**src/hdl/ipcd_map.svh**
```systemverilog
// Constants for the input port change detector: offsets, fields, resets, timing.
// Assumes inclusion by bare name from the package and the design modules.
// Operation
// - Port read returns present pin levels
// - Top data bit always reads one
// - Port never latches, reads live levels
// - Rise or fall on low four pins flags
// - Detectors sample on 38.4 kHz tap strobe
// - Two equal new samples confirm a change
// - Reading pin change register clears flags
// - Enabled change raises interrupt request
// - Aux control bits enable per-pin change interrupts
// - Status shows change occurred, not which pin
// - Single active-low interrupt from eight conditions
// - Mask selects which conditions drive interrupt
// - Status read returns all active conditions
// - Pins also routed to internal logic
// - Pin change read negates change interrupt
// - Clearing mask bit negates its interrupt
`ifndef IPCD_MAP_SVH
`define IPCD_MAP_SVH

// Register offsets on the four-bit address
`define IPCD_ADDR_PIN_CHANGE 4'h4
`define IPCD_ADDR_AUX_CONTROL 4'h4
`define IPCD_ADDR_IRQ_STATUS 4'h5
`define IPCD_ADDR_IRQ_MASK 4'h5
`define IPCD_ADDR_MASK_READ 4'h6
`define IPCD_ADDR_AUX_READ 4'h7
`define IPCD_ADDR_INPUT_PORT 4'hd

// Field positions
`define IPCD_TOP_DATA_BIT 7
`define IPCD_ISR_COS_BIT 7
`define IPCD_PCR_FLAG_LSB 4

// Reset values
`define IPCD_MASK_RST 8'h00
`define IPCD_ACR_RST 4'h0
`define IPCD_UNMAPPED_READ 8'h00

// Timing: reference clock, tap division, guaranteed hold window
`define IPCD_CLK_PERIOD_PS 4000
`define IPCD_XTAL_PERIOD_PS 271267
`define IPCD_REF_DIV ((`IPCD_XTAL_PERIOD_PS + `IPCD_CLK_PERIOD_PS / 2) / `IPCD_CLK_PERIOD_PS)
`define IPCD_TAP_DIV 96
`define IPCD_HOLD_MIN_US 25
`define IPCD_HOLD_MAX_US 50

`endif

```
**src/hdl/ipcd_pkg.sv**
```systemverilog
// Types shared by the input port change detector modules.
// Assumes the map header sits beside it under hdl/.
`include "ipcd_map.svh"

package ipcd_pkg;

  // Host bus cycle in progress
  typedef enum logic [1:0] {
    IPCD_IDLE,
    IPCD_READ,
    IPCD_WRITE
  } ipcd_bus_t;

  typedef logic [7:0] ipcd_byte_t;
  typedef logic [3:0] ipcd_addr_t;

endpackage

```
**src/hdl/ipcd_top.sv**
```systemverilog
// Input port with change detectors and interrupt aggregation.
// Assumes host bus pins are synchronous to clk at 250 MHz; input pins pass a two-flop synchroniser here.
`timescale 1ns/1ns
`include "ipcd_map.svh"

module ipcd_top
  import ipcd_pkg::*;
#(
  parameter int NUM_PINS = 7,
  parameter int NUM_WATCHED = 4,
  parameter int NUM_OTHER = 7,
  parameter int REF_DIV = `IPCD_REF_DIV,
  parameter int TAP_DIV = `IPCD_TAP_DIV
) (
  input wire logic clk,
  input wire logic srst,
  input wire logic cen_n,
  input wire logic rd_n,
  input wire logic wr_n,
  input wire logic [3:0] addr,
  input wire logic [7:0] d_in,
  output logic [7:0] d_out,
  output logic d_oe,
  input wire logic [NUM_PINS-1:0] in_pins,
  input wire logic [NUM_OTHER-1:0] other_events,
  output logic [NUM_PINS-1:0] aux_pins,
  output logic change_of_state,
  output logic irq_out_n
);

  localparam int REF_W = $clog2(REF_DIV + 1);
  localparam int TAP_W = $clog2(TAP_DIV + 1);

  // Synchroniser stages
  logic [NUM_PINS-1:0] pin_meta;
  logic [NUM_PINS-1:0] pin_sync;

  // Rate dividers
  logic [REF_W-1:0] ref_cnt;
  logic [TAP_W-1:0] tap_cnt;
  logic ref_tick;
  logic sample_tick;

  // Detector results
  logic [NUM_WATCHED-1:0] det_level;
  logic [NUM_WATCHED-1:0] det_change;

  // Software visible state
  logic [NUM_WATCHED-1:0] change_flags;
  logic [NUM_WATCHED-1:0] aux_control_reg;
  logic [7:0] irq_mask_reg;

  // Bus cycle tracking
  ipcd_bus_t bus_state;
  ipcd_bus_t next_bus_state;
  ipcd_addr_t cyc_addr;
  ipcd_byte_t wr_data;

  // Pins pass two flops before any use
  always_ff @(posedge clk) begin
    if (srst) begin
      pin_meta <= '0;
      pin_sync <= '0;
    end else begin
      pin_meta <= in_pins;
      pin_sync <= pin_meta;
    end
  end

  // Pins offered to other internal logic
  always_ff @(posedge clk) begin
    if (srst) begin
      aux_pins <= '0;
    end else begin
      aux_pins <= pin_sync;
    end
  end

  // Reference rate enable standing in for the crystal clock
  wire logic ref_wrap;
  assign ref_wrap = (ref_cnt == REF_W'(REF_DIV - 1));

  always_ff @(posedge clk) begin
    if (srst) begin
      ref_cnt <= '0;
      ref_tick <= 1'b0;
    end else begin
      ref_cnt <= ref_wrap ? '0 : ref_cnt + 1'b1;
      ref_tick <= ref_wrap;
    end
  end

  // Divide reference by 96 for the detector sample strobe
  wire logic tap_wrap;
  assign tap_wrap = ref_tick && (tap_cnt == TAP_W'(TAP_DIV - 1));

  always_ff @(posedge clk) begin
    if (srst) begin
      tap_cnt <= '0;
    end else begin
      if (ref_tick) begin
        tap_cnt <= tap_wrap ? '0 : tap_cnt + 1'b1;
      end
    end
  end

  // Sample strobe, one clk cycle wide
  always_ff @(posedge clk) begin
    if (srst) begin
      sample_tick <= 1'b0;
    end else begin
      sample_tick <= tap_wrap;
    end
  end

  // One detector per watched pin, low pins only
  genvar gi;
  generate
    for (gi = 0; gi < NUM_WATCHED; gi++) begin : g_det
      ipcd_detect u_det (
        .clk(clk),
        .srst(srst),
        .sample_en(sample_tick),
        .pin(pin_sync[gi]),
        .level(det_level[gi]),
        .changed(det_change[gi])
      );
    end
  endgenerate

  // Host bus decode
  wire logic rd_act;
  wire logic wr_act;
  assign rd_act = !cen_n && !rd_n;
  assign wr_act = !cen_n && !wr_n && rd_n;

  wire logic rd_end;
  wire logic wr_end;
  assign rd_end = (bus_state == IPCD_READ) && !rd_act;
  assign wr_end = (bus_state == IPCD_WRITE) && !wr_act;

  // Next bus cycle state
  always_comb begin
    next_bus_state = bus_state;
    unique case (bus_state)
      IPCD_IDLE: begin
        if (rd_act) begin
          next_bus_state = IPCD_READ;
        end else if (wr_act) begin
          next_bus_state = IPCD_WRITE;
        end
      end
      IPCD_READ: begin
        if (!rd_act) begin
          next_bus_state = IPCD_IDLE;
        end
      end
      IPCD_WRITE: begin
        if (!wr_act) begin
          next_bus_state = IPCD_IDLE;
        end
      end
      default: begin
        next_bus_state = IPCD_IDLE;
      end
    endcase
  end

  // Bus cycle state
  always_ff @(posedge clk) begin
    if (srst) begin
      bus_state <= IPCD_IDLE;
    end else begin
      bus_state <= next_bus_state;
    end
  end

  // Address follows the bus while idle and is frozen once a strobe is seen
  always_ff @(posedge clk) begin
    if (srst) begin
      cyc_addr <= '0;
    end else begin
      if (bus_state == IPCD_IDLE) begin
        cyc_addr <= addr;
      end
    end
  end

  // Write data tracks the bus while the strobe stands; the last value is used
  always_ff @(posedge clk) begin
    if (srst) begin
      wr_data <= '0;
    end else begin
      if (wr_act) begin
        wr_data <= d_in;
      end
    end
  end

  // Decode address: live bus in the first strobe cycle, held copy after,
  // so the first data beat of a read already belongs to the new address
  wire logic [3:0] dec_addr;
  assign dec_addr = (bus_state == IPCD_IDLE) ? addr : cyc_addr;

  // Register selects for the cycle in progress
  wire logic sel_port;
  wire logic sel_pcr;
  wire logic sel_isr;
  wire logic sel_mask_rd;
  wire logic sel_aux_rd;
  wire logic wr_acr;
  wire logic wr_imr;
  wire logic clr_flags;
  assign sel_port = (dec_addr == `IPCD_ADDR_INPUT_PORT);
  assign sel_pcr = (dec_addr == `IPCD_ADDR_PIN_CHANGE);
  assign sel_isr = (dec_addr == `IPCD_ADDR_IRQ_STATUS);
  assign sel_mask_rd = (dec_addr == `IPCD_ADDR_MASK_READ);
  assign sel_aux_rd = (dec_addr == `IPCD_ADDR_AUX_READ);
  assign wr_acr = wr_end && (cyc_addr == `IPCD_ADDR_AUX_CONTROL);
  assign wr_imr = wr_end && (cyc_addr == `IPCD_ADDR_IRQ_MASK);
  assign clr_flags = rd_end && sel_pcr;

  // Change flags: a new change wins over a clear in the same cycle
  wire logic [NUM_WATCHED-1:0] next_change_flags;
  assign next_change_flags = (change_flags & ~{NUM_WATCHED{clr_flags}}) | det_change;

  always_ff @(posedge clk) begin
    if (srst) begin
      change_flags <= '0;
    end else begin
      change_flags <= next_change_flags;
    end
  end

  // Per-pin change enables, written at the end of a write strobe
  always_ff @(posedge clk) begin
    if (srst) begin
      aux_control_reg <= `IPCD_ACR_RST;
    end else begin
      if (wr_acr) begin
        aux_control_reg <= wr_data[NUM_WATCHED-1:0];
      end
    end
  end

  // Interrupt mask, written at the end of a write strobe
  always_ff @(posedge clk) begin
    if (srst) begin
      irq_mask_reg <= `IPCD_MASK_RST;
    end else begin
      if (wr_imr) begin
        irq_mask_reg <= wr_data;
      end
    end
  end

  // Interrupt conditions, change of state in the top bit only
  wire logic cos_cond;
  wire logic [7:0] irq_status_reg;
  wire logic [7:0] irq_active;
  assign cos_cond = |(change_flags & aux_control_reg);
  assign irq_status_reg = {cos_cond, other_events};
  assign irq_active = irq_status_reg & irq_mask_reg;

  // Read data sources
  wire logic [7:0] port_value;
  wire logic [7:0] pcr_value;
  wire logic [7:0] rd_mux;
  assign port_value = {1'b1, pin_sync};
  assign pcr_value = {change_flags, det_level};
  assign rd_mux = sel_port ? port_value :
                  sel_pcr ? pcr_value :
                  sel_isr ? irq_status_reg :
                  sel_mask_rd ? irq_mask_reg :
                  sel_aux_rd ? {4'h0, aux_control_reg} :
                  `IPCD_UNMAPPED_READ;

  // Drive the bus whenever the next cycle is a read
  wire logic drive_next;
  assign drive_next = (next_bus_state == IPCD_READ);

  // Output enable, high for every cycle of a read
  always_ff @(posedge clk) begin
    if (srst) begin
      d_oe <= 1'b0;
    end else begin
      d_oe <= drive_next;
    end
  end

  // Read data refreshed every cycle, zero when not reading
  always_ff @(posedge clk) begin
    if (srst) begin
      d_out <= '0;
    end else begin
      d_out <= drive_next ? rd_mux : 8'h00;
    end
  end

  // Interrupt output, negated as soon as its causes fall
  always_ff @(posedge clk) begin
    if (srst) begin
      irq_out_n <= 1'b1;
    end else begin
      irq_out_n <= !(|irq_active);
    end
  end

  // Change summary for other internal logic
  always_ff @(posedge clk) begin
    if (srst) begin
      change_of_state <= 1'b0;
    end else begin
      change_of_state <= cos_cond;
    end
  end

endmodule // ipcd_top

```
**src/hdl/ipcd_detect.sv**
```systemverilog
// One change-of-state detector for a single synchronised pin.
// Assumes the pin is already in the clk domain and sample_en is a one-cycle pulse.
`timescale 1ns/1ns

module ipcd_detect (
  input wire logic clk,
  input wire logic srst,
  input wire logic sample_en,
  input wire logic pin,
  output logic level,
  output logic changed
);

  logic prev_sample;
  logic primed;
  wire logic confirm;

  // Two successive samples agree and differ from the accepted level
  assign confirm = primed && (pin == prev_sample) && (pin != level);

  // Sample history and accepted level
  always_ff @(posedge clk) begin
    if (srst) begin
      prev_sample <= 1'b0;
      primed <= 1'b0;
      level <= 1'b0;
      changed <= 1'b0;
    end else begin
      changed <= 1'b0;
      if (sample_en) begin
        prev_sample <= pin;
        if (!primed) begin
          // First sample after reset sets the baseline, no flag
          primed <= 1'b1;
          level <= pin;
        end else if (confirm) begin
          level <= pin;
          changed <= 1'b1;
        end
      end
    end
  end

endmodule // ipcd_detect

```
**config.mk**
```make
export PLATFORM = sky130hd
export DESIGN_NAME = ipcd_top
export DESIGN_NICKNAME = d
export VERILOG_FILES = /design/src/hdl/ipcd_pkg.sv /design/src/hdl/ipcd_top.sv /design/src/hdl/ipcd_detect.sv
export VERILOG_INCLUDE_DIRS = /design/src /design/src/hdl
export SDC_FILE = /design/constraint.sdc
export NUM_CORES = 1
export LEC_CHECK = 0
export BUFFER_PORTS_ARGS = -buffer_cell sky130_fd_sc_hd__buf_4
export CAP_MARGIN = 25
export CORE_MARGIN = 8
export CORE_UTILIZATION = 35
export CTS_CLUSTER_SIZE = 14
export DETAILED_ROUTE_END_ITERATION = 7
export SLEW_MARGIN = 20
export SYNTH_ARGS = -nofsm -noshare
export SYNTH_HDL_FRONTEND = slang
export SYNTH_SLANG_ARGS = --single-unit
export TNS_END_PERCENT = 1
```
**constraint.sdc**
```tcl
create_clock -name clk -period 3.75 [get_ports clk]
set_input_delay 0.1875 -clock clk [delete_from_list [all_inputs] [get_ports clk]]
set_output_delay 0.1875 -clock clk [all_outputs]
set_load 0.02 [all_outputs]
```
==> results of run 1 <==
## Yosys cell counts (4+ instances only)
| cell type | n |
|---|---|
| a22oi_1 | 4 |
| nand2_1 | 32 |
| nand2b_1 | 4 |
| a21o_1 | 5 |
| xnor2_1 | 4 |
| xor2_1 | 5 |
| o22ai_1 | 4 |
| clkbuf_1 | 9 |
| a21oi_1 | 29 |
| mux2i_1 | 23 |
| o21ai_0 | 8 |
| nor2_1 | 48 |
| nand3b_1 | 11 |
| dfxtp_1 | 91 |
| nor2b_1 | 21 |
| a211oi_1 | 4 |
| nor3_1 | 7 |
| nand3_1 | 6 |
| inv_1 | 10 |
## cells in the final DEF, fill, tap and decap left out, types with 3 or more instances in the layout
| master | count |
|---|---|
| nand2_1 | 32 |
| o22ai_1 | 4 |
| o21ai_0 | 8 |
| nand3b_1 | 11 |
| dfxtp_1 | 91 |
| nor2b_1 | 21 |
| xnor2_1 | 4 |
| a21boi_0 | 3 |
| a31oi_1 | 3 |
| mux2i_1 | 23 |
| nand3_1 | 6 |
| nand4_1 | 3 |
| clkbuf_8 | 9 |
| a221o_1 | 3 |
| a22oi_1 | 4 |
| a211oi_1 | 4 |
| inv_1 | 10 |
| a21oi_1 | 29 |
| buf_4 | 49 |
| nor2_1 | 48 |
| nand2b_1 | 4 |
| nor3_1 | 7 |
| xor2_1 | 5 |
| a21o_1 | 5 |
## layout make-up
cell class,count,area [um^2]
clock inverter,6,65.1
clock buffer,10,128
fill,984,5560
sequential,91,1820
timing repair buffer,50,373
multi-input combinational,252,1540
tap,133,166
inverter,10,37.5
## power by group through the flow
stage	sequential [mW]	combinational, mW	clock [mW]
global placement	1.02	0.108	0
detailed placement	1.02	0.109	0
finish	0.998	0.108	0.634
global route	1.00	0.121	0.707
floorplan	1.02	0.0603	0
CTS	0.998	0.109	0.666
## worst max-delay path, stage by stage (launching register included)
cell	delay (ns)
dfxtp_1	0.46
or2_1	0.36
a31oi_1	0.28
or4_4	0.60
a21oi_1	0.17
nor2_1	0.05
## routing by layer
| layer | global-route usage [%] | routed length (um) | share of wire (%) |
|---|---|---|---|
| met3 | 4.36 | 447 | 5.8 |
| met2 | 19.1 | 3490 | 46 |
| met1 | 15.1 | 3630 | 47 |
| met4 | 4.64 | 91 | 1.2 |
| met5 | 0 | 0 | 0 |
## path summary, 6_finish.rpt
path              slack (ns)         start              end
hold reg to reg         0.44   pin_meta[4]      pin_sync[4]
setup / recovery        1.71  bus_state[0]  change_flags[3]
hold / removal          0.04    in_pins[0]      pin_meta[0]
setup reg to reg        1.71  bus_state[0]  change_flags[3]
## logic make-up (layout without fill, tap and decap cells)
kind of cell | count (synthesis) | in the layout | synth area share, %
DFF | 91 | 91 | 52.8
adders and majority gates | 2 | 2 | 0.726
AOI/OAI and AO/OA | 71 | 71 | 13.0
xor gates and xnor gates | 9 | 9 | 2.29
and+or+nand+nor | 146 | 146 | 21.3
muxes | 24 | 24 | 7.33
buffers and inverters | 22 | 76 | 2.54
## metrics by stage
stage / hold WS, ns / instances / worst slack [ns]
after CTS: 0.0199 / 551 / 1.73
final: 0.0424 / 552 / 1.71
after detailed placement: 0.405 / 535 / 1.74
after global routing: 0.0310 / 552 / 1.54
after global placement: 0.398 / 535 / 1.81
after floorplan: 0.316 / 365 / 1.89
==> metrics.txt, run 1 <==
run status complete, no violations; First-pass DRT Iterations 4; layout cells sized above 1 16.7%; GRT overflow 0; P_int 1.35 mW; Clock Latency Late Sink 0.35 ns; worst relative slew slack 58.2%; clock sink total 91; die area 13300 um^2; hold buffer count at CTS 0; Hold Vio Cnt, Final 0; Pwr Density 422 nW/um^2; H-tree Lvls 3; num ports 49; cell accounting for the most synthesized area dfxtp_1; critical path required time 3.98 ns; Core Area 9680 um^2; final instance area 4130 um^2; die width 115 um; LEAKAGE 1.67 nW; Total GRT Usage 12.2%; die boundary height 115 um; Max Clock Freq 0.490 GHz; largest cells by area after synthesis dfxtp_1 (53%), mux2i_1 (6.7%), nor2_1 (5.2%); Reg power frac 57.3%; minimum clock period 2.04 ns; crit share post-route 54.4%; IO Port Bufs 48; fin util 42.6%; fraction of power consumed by the clock network 36.4%; placed instance area 3930 um^2; Sw Share 22.7%; DR vias/cell 4.72; total wire length 7660 um; largest net degree at the start of global routing 46; number of synthesized flops with an enable pin 0; First DRT Iteration DRCs 118; RSZ-0062 raised after global routing false; sequential area share after synthesis 52.8%; flops & latches, synth 91; setup TNS 0 ns; crit end category flop; Mapped Avg Cell Area 9.44 um^2; DP HPWL 5630 um; Setup CP Type flop to flop; cts repair resizes 0; global-route wire length before repair 12800 um; Data arrival, critical path 2.27 ns; Max-Cap Viols 0; ys async rst share 0%; final count of pins violating max slew 0; worst vdd ir 0.240 mV; Worst Hold Class primary input to flop; Ys Warns 0; Least-Margin Pin Slew 0.622 ns; distinct cell type count after synthesis 47; R2R depth 5; Post-synth top flop dfxtp_1; final setup violation count 0; Layout area overhead 19.8%; area share of the largest cell type after synthesis 52.8%; startpoint types flop; CTS tree yes; hold path depth 2; vias in the first global route 2581; clk buf depth 2; WL/cell 13.9 um; Cell Rows 36; drt drc 0; NetSw 0.395 mW; CTS root buffer clkbuf_8; Routability Congestion 0.897; Via Count 2607; clock skew 0.00454 ns; Combinational Power Share 6.2%; # Post-CTS Setup Buffers 0; Final Net Count 447; Initial Util 35.6%; Total Power 1.74 mW; ANT nets after route 0; Cells after Synth 365; Worst Path Max Fanout 9; Synth Net Count 398; number of diodes 0; TritonCTS Buffers 9; mapped cell area 3450 um^2; initial antenna violation count 0; Reg clk slew, reported paths 0.08 ns
Note: power is estimated with default switching activity, not from simulation.
==> inputs of run 2 (changes only) <==
- ABC_AREA: unset -> 1
- clock period: 3.75 -> 2 ns (I/O delays scaled with it)
==> metrics.txt, run 2 <==
worst vdd ir 0.322 mV; final setup violation count 0; ANT nets after route 0; clk buf depth 2; mapped cell area 3510 um^2; cell accounting for the most synthesized area dfxtp_1; LEAKAGE 1.83 nW; worst relative slew slack 66.6%; critical-path cell list nor2_4 > nand2_1 > nand2_1 > nor2_2 > nand3_1 > nand3_1 > nand2_1 > a21oi_1; vias in the first global route 2963; commonest cells in the netlist dfxtp_1 (91), nor2_1 (88), nand2_1 (77); minimum clock period 1.73 ns; Mapped Avg Cell Area 7.49 um^2; Routability Congestion 0.822; Most Frequent Cell on Critical Path nand2_1; CTS tree yes; num ports 49; flops & latches, synth 91; Final Net Count 564; WL/cell 11.6 um; clock sink total 91; final count of pins violating max slew 0; Hold Vio Cnt, Final 0; Ys Warns 0; DP HPWL 5820 um; distinct cell type count after synthesis 31; critical path required time 2.28 ns; ys async rst share 0%; Via Count 3025; Worst path top cell family by delay simple AND/OR/NAND/NOR gates; number of synthesized flops with an enable pin 0; Cells after Synth 468; largest net degree at the start of global routing 37; Initial Util 36.0%; H-tree Lvls 3; initial antenna violation count 0; fin util 45.2%; Clock Latency Late Sink 0.36 ns; Core Area 9730 um^2; # Post-CTS Setup Buffers 0; Max-Cap Viols 0; Synth Net Count 501; Setup CP Type flop to flop; Worst Path Max Fanout 13; First-pass DRT Iterations 5; RSZ-0062 raised after global routing false; Layout area overhead 25.3%; fin cells 669; GRT overflow 0; Total Power 3.68 mW; IO Port Bufs 48; most frequent cells in the layout dfxtp_1 (91), nor2_1 (88), nand2_1 (77); drt drc 0; run status complete, no violations; count leader, synth dfxtp_1; Data arrival, critical path 2.02 ns; DR vias/cell 4.52; crit path buf inv count 0; commonest non-fill, non-tap cell in the layout dfxtp_1; First DRT Iteration DRCs 143; area share of the largest cell type after synthesis 52.0%; Reg clk slew, reported paths 0.10 ns; die boundary height 116 um; Pwr Density 837 nW/um^2; Total GRT Usage 12.3%; Max Clock Freq 0.576 GHz; CTS root buffer clkbuf_8; total wire length 7790 um; Least-Margin Pin Slew 0.500 ns; die width 116 um; critical path's slowest cell dfxtp_1; Cell Rows 36; largest stage delay on the critical path 0.47 ns; clock skew 0.0167 ns; Post-synth top flop dfxtp_1; largest cells by area after synthesis dfxtp_1 (52%), nor2_1 (9.4%), nand2_1 (8.2%); number of diodes 0; crit end category flop; die area 13500 um^2; placed cells 640; crit share post-route 86.7%; sequential area share after synthesis 52.0%; global-route wire length before repair 13300 um; TritonCTS Buffers 9; layout cells sized above 1 14.7%; Worst Hold Class primary input to flop; setup TNS 0 ns; startpoint types flop
run 2: layout make-up:
type                            count  area, um^2
Sequential cell                    91        1820
Timing Repair Buffer               63         505
Fill cell                        1021        5340
Clock buffer                        9         124
Tap cell                          133         166
Multi-Input combinational cell    299        1400
Inverter                           67         251
Clock inverter                      7         128
run 2: per-layer routing:
| metal | global-route usage (%) | share of wire, % |
|---|---|---|
| met2 | 20.2 | 45 |
| met3 | 3.13 | 5.5 |
| met4 | 5.45 | 2.0 |
| met1 | 15.0 | 47 |
| met5 | 0 | 0 |
run 2: kinds of logic after synthesis:
family                     share of synthesized area [%]
buffers and inverters                               8.42
xor gates and xnor gates                           0.250
adders and majority gates                          0.714
DFF                                                 52.0
and+or+nand+nor                                     25.8
AOI/OAI and AO/OA                                   12.8
run 2: worst paths after layout:
path | end | slack, ns | from | cells after the start
min reg2reg | pin_sync[2] | 0.40 | pin_meta[2] | 2
max | d_out[3] | 0.27 | bus_state[0] | 8
min | wr_data[1] | 0.02 | d_in[1] | 3
max reg2reg | d_out[3] | 0.27 | bus_state[0] | 8
run 2: per-stage QoR:
step / setup slack, ns / area [um^2] / hold WS [ns]
floorplan: 0.552 / 3510 / 0.184
global placement: 0.283 / 4000 / 0.301
detailed placement: 0.236 / 4000 / 0.311
CTS: 0.216 / 4390 / 0.0123
global route: 0.0681 / 4390 / 0.0396
finish: 0.265 / 4390 / 0.0241
run 2: report_power, final:
part | leakage, nW | total (mW) | internal (mW) | switching, mW
Clock | 0.127 | 1.53 | 0.852 | 0.674
Sequential | 0.740 | 1.88 | 1.85 | 0.0245
Combinational | 0.962 | 0.274 | 0.117 | 0.157
run 2: timing repair:
item / in CTS / in global routing
resized for setup: 0 / 1
setup endpoints to repair: 0 / 2
hold buffers: 13 / 0
hold endpoints to repair: 13 / 0
run 2: worst reg2reg max path, cell delays in order (launching register included):
cell and delay [ns]:
dfxtp_1 0.47, nor2_4 0.09, nand2_1 0.07, nand2_1 0.12
nor2_2 0.41, nand3_1 0.15, nand3_1 0.14, nand2_1 0.06
a21oi_1 0.17
==> inputs of run 3 (changes only) <==
- ABC_AREA: 1 -> unset
==> metrics.txt, run 3 (synthesis gave the netlist of run 1 again) <==
ANT nets after route 0; critical path required time 2.24 ns; Setup CP Type flop to flop; H-tree Lvls 3; Data arrival, critical path 2.14 ns; Hold Path End bus_state[0]; Reg power frac 57.0%; vias in the first global route 2780; RSZ-0062 raised after global routing false; die width 115 um; Total GRT Usage 12.7%; final setup violation count 0; r2r endpoint d_out[4]; CTS root buffer clkbuf_8; Sw Share 24.5%; Pwr Density 750 nW/um^2; Combinational Power Share 7.8%; First DRT Iteration DRCs 138; Core Area 9680 um^2; initial antenna violation count 0; final instance area 4370 um^2; clk buf depth 2; IO Port Bufs 48; final count of pins violating max slew 0; Worst Hold Class primary input to flop; run status complete, no violations; commonest non-fill, non-tap cell in the layout dfxtp_1; WL/cell 14.2 um; global-route wire length before repair 13500 um; First-pass DRT Iterations 4; Via Count 2834; number of diodes 0; DP HPWL 5860 um; worst vdd ir 0.403 mV; Worst Path Max Fanout 9; crit share post-route 94.9%; post-route worst hold slack 0.0900 ns; Reg clk slew, reported paths 0.09 ns; TritonCTS Buffers 9; worst r2r src bus_state[1]; min setup slack post-route 0.101 ns; CTS tree yes; startpoint types flop; r2r setup slk 0.10 ns; Routability Congestion 0.845; P_int 2.48 mW; R2R depth 6; layout cells sized above 1 17.6%; most frequent cells in the layout dfxtp_1 (91), buf_4 (55), nor2_1 (48); Layout area overhead 26.8%; fin cells 576; Max-Cap Viols 0; drt drc 0; num ports 49; Initial Util 35.6%; clock skew 0.00914 ns; Final Net Count 471; Max Clock Freq 0.527 GHz; fraction of power consumed by the clock network 35.2%; placed cells 542; clock sink total 91; DR vias/cell 4.92; cts repair resizes 0; hold path depth 4; worst relative slew slack 54.0%; die area 13300 um^2; minimum clock period 1.90 ns; largest net degree at the start of global routing 73; placed instance area 4000 um^2; min-delay src rd_n; total wire length 8150 um; GRT overflow 0; Clock Latency Late Sink 0.36 ns; NetSw 0.804 mW; crit end category flop; Cell Rows 36; Least-Margin Pin Slew 0.686 ns; die boundary height 115 um; setup TNS 0 ns; LEAKAGE 1.78 nW; Hold Vio Cnt, Final 0; worst setup slack after placement 0.0239 ns
[run 3: cell types whose count changed in the layout (fill, tap and decap cells not counted), sizes merged, moves of 7 or more]
cell / previous run / this run
inv: 71 / 12
mux2i: 0 / 24
nand3: 26 / 6
nand2: 78 / 32
o21ai: 43 / 9
nand3b: 0 / 11
nor2: 91 / 48
nor2b: 0 / 21
buf: 50 / 57
[run 3: layout make-up]
| cell class | instances | area, um^2 |
|---|---|---|
| clock buffer | 10 | 138 |
| clock inverter | 6 | 47.5 |
| fill | 951 | 5310 |
| inverter | 10 | 37.5 |
| multi-input combinational | 252 | 1540 |
| sequential | 91 | 1820 |
| tap | 133 | 166 |
| timing repair buffer | 74 | 623 |
[run 3: worst max-delay path by stage]
stage	startpoint	to	slack (ns)	cells past startpoint
after floorplan	bus_state[1]	change_flags[0]	0.14	5
after global placement	bus_state[1]	change_flags[0]	0.10	5
after detailed placement	bus_state[1]	change_flags[3]	0.02	5
after CTS	bus_state[1]	d_out[4]	0.04	5
after global routing	bus_state[1]	change_flags[2]	0.008	5
final	bus_state[1]	d_out[4]	0.10	6
[run 3: metal layers]
metal  track usage (%)  routed length [um]
met2              20.8                3810
met1              15.2                3670
met5                 0                   0
met3              4.10                 585
met4              4.90                  85
[run 3: power by group through the flow]
stage                     Clock, mW  Sequential [mW]  Combinational, mW
final                          1.16             1.87              0.255
after global routing           1.26             1.88              0.277
after CTS                      1.19             1.87              0.248
after detailed placement          0             1.91              0.221
after global placement            0             1.91              0.217
after floorplan                   0             1.91              0.113
[run 3: timing repair]
action / CTS / global route
hold endpoints to repair: 17 / 0
hold buffers: 17 / 0
setup buffers: 0 / 1
endpoints found under the setup margin: 3 / 3
pin swaps: 1 / 0
[run 3: worst max-delay path, cell delays in order (launching register included)]
cell and delay, ns:
dfxtp_1 0.41, or2_1 0.37, mux2i_4 0.32, buf_12 0.15, mux2i_1 0.19, nor3_1 0.06
a221o_1 0.28
[run 3: per-stage QoR]
step	power, mW	utilization, %
after global placement	2.13	41.3
after floorplan	2.03	-
after global routing	3.42	45.1
final	3.28	45.1
after detailed placement	2.13	41.3
after CTS	3.31	44.9
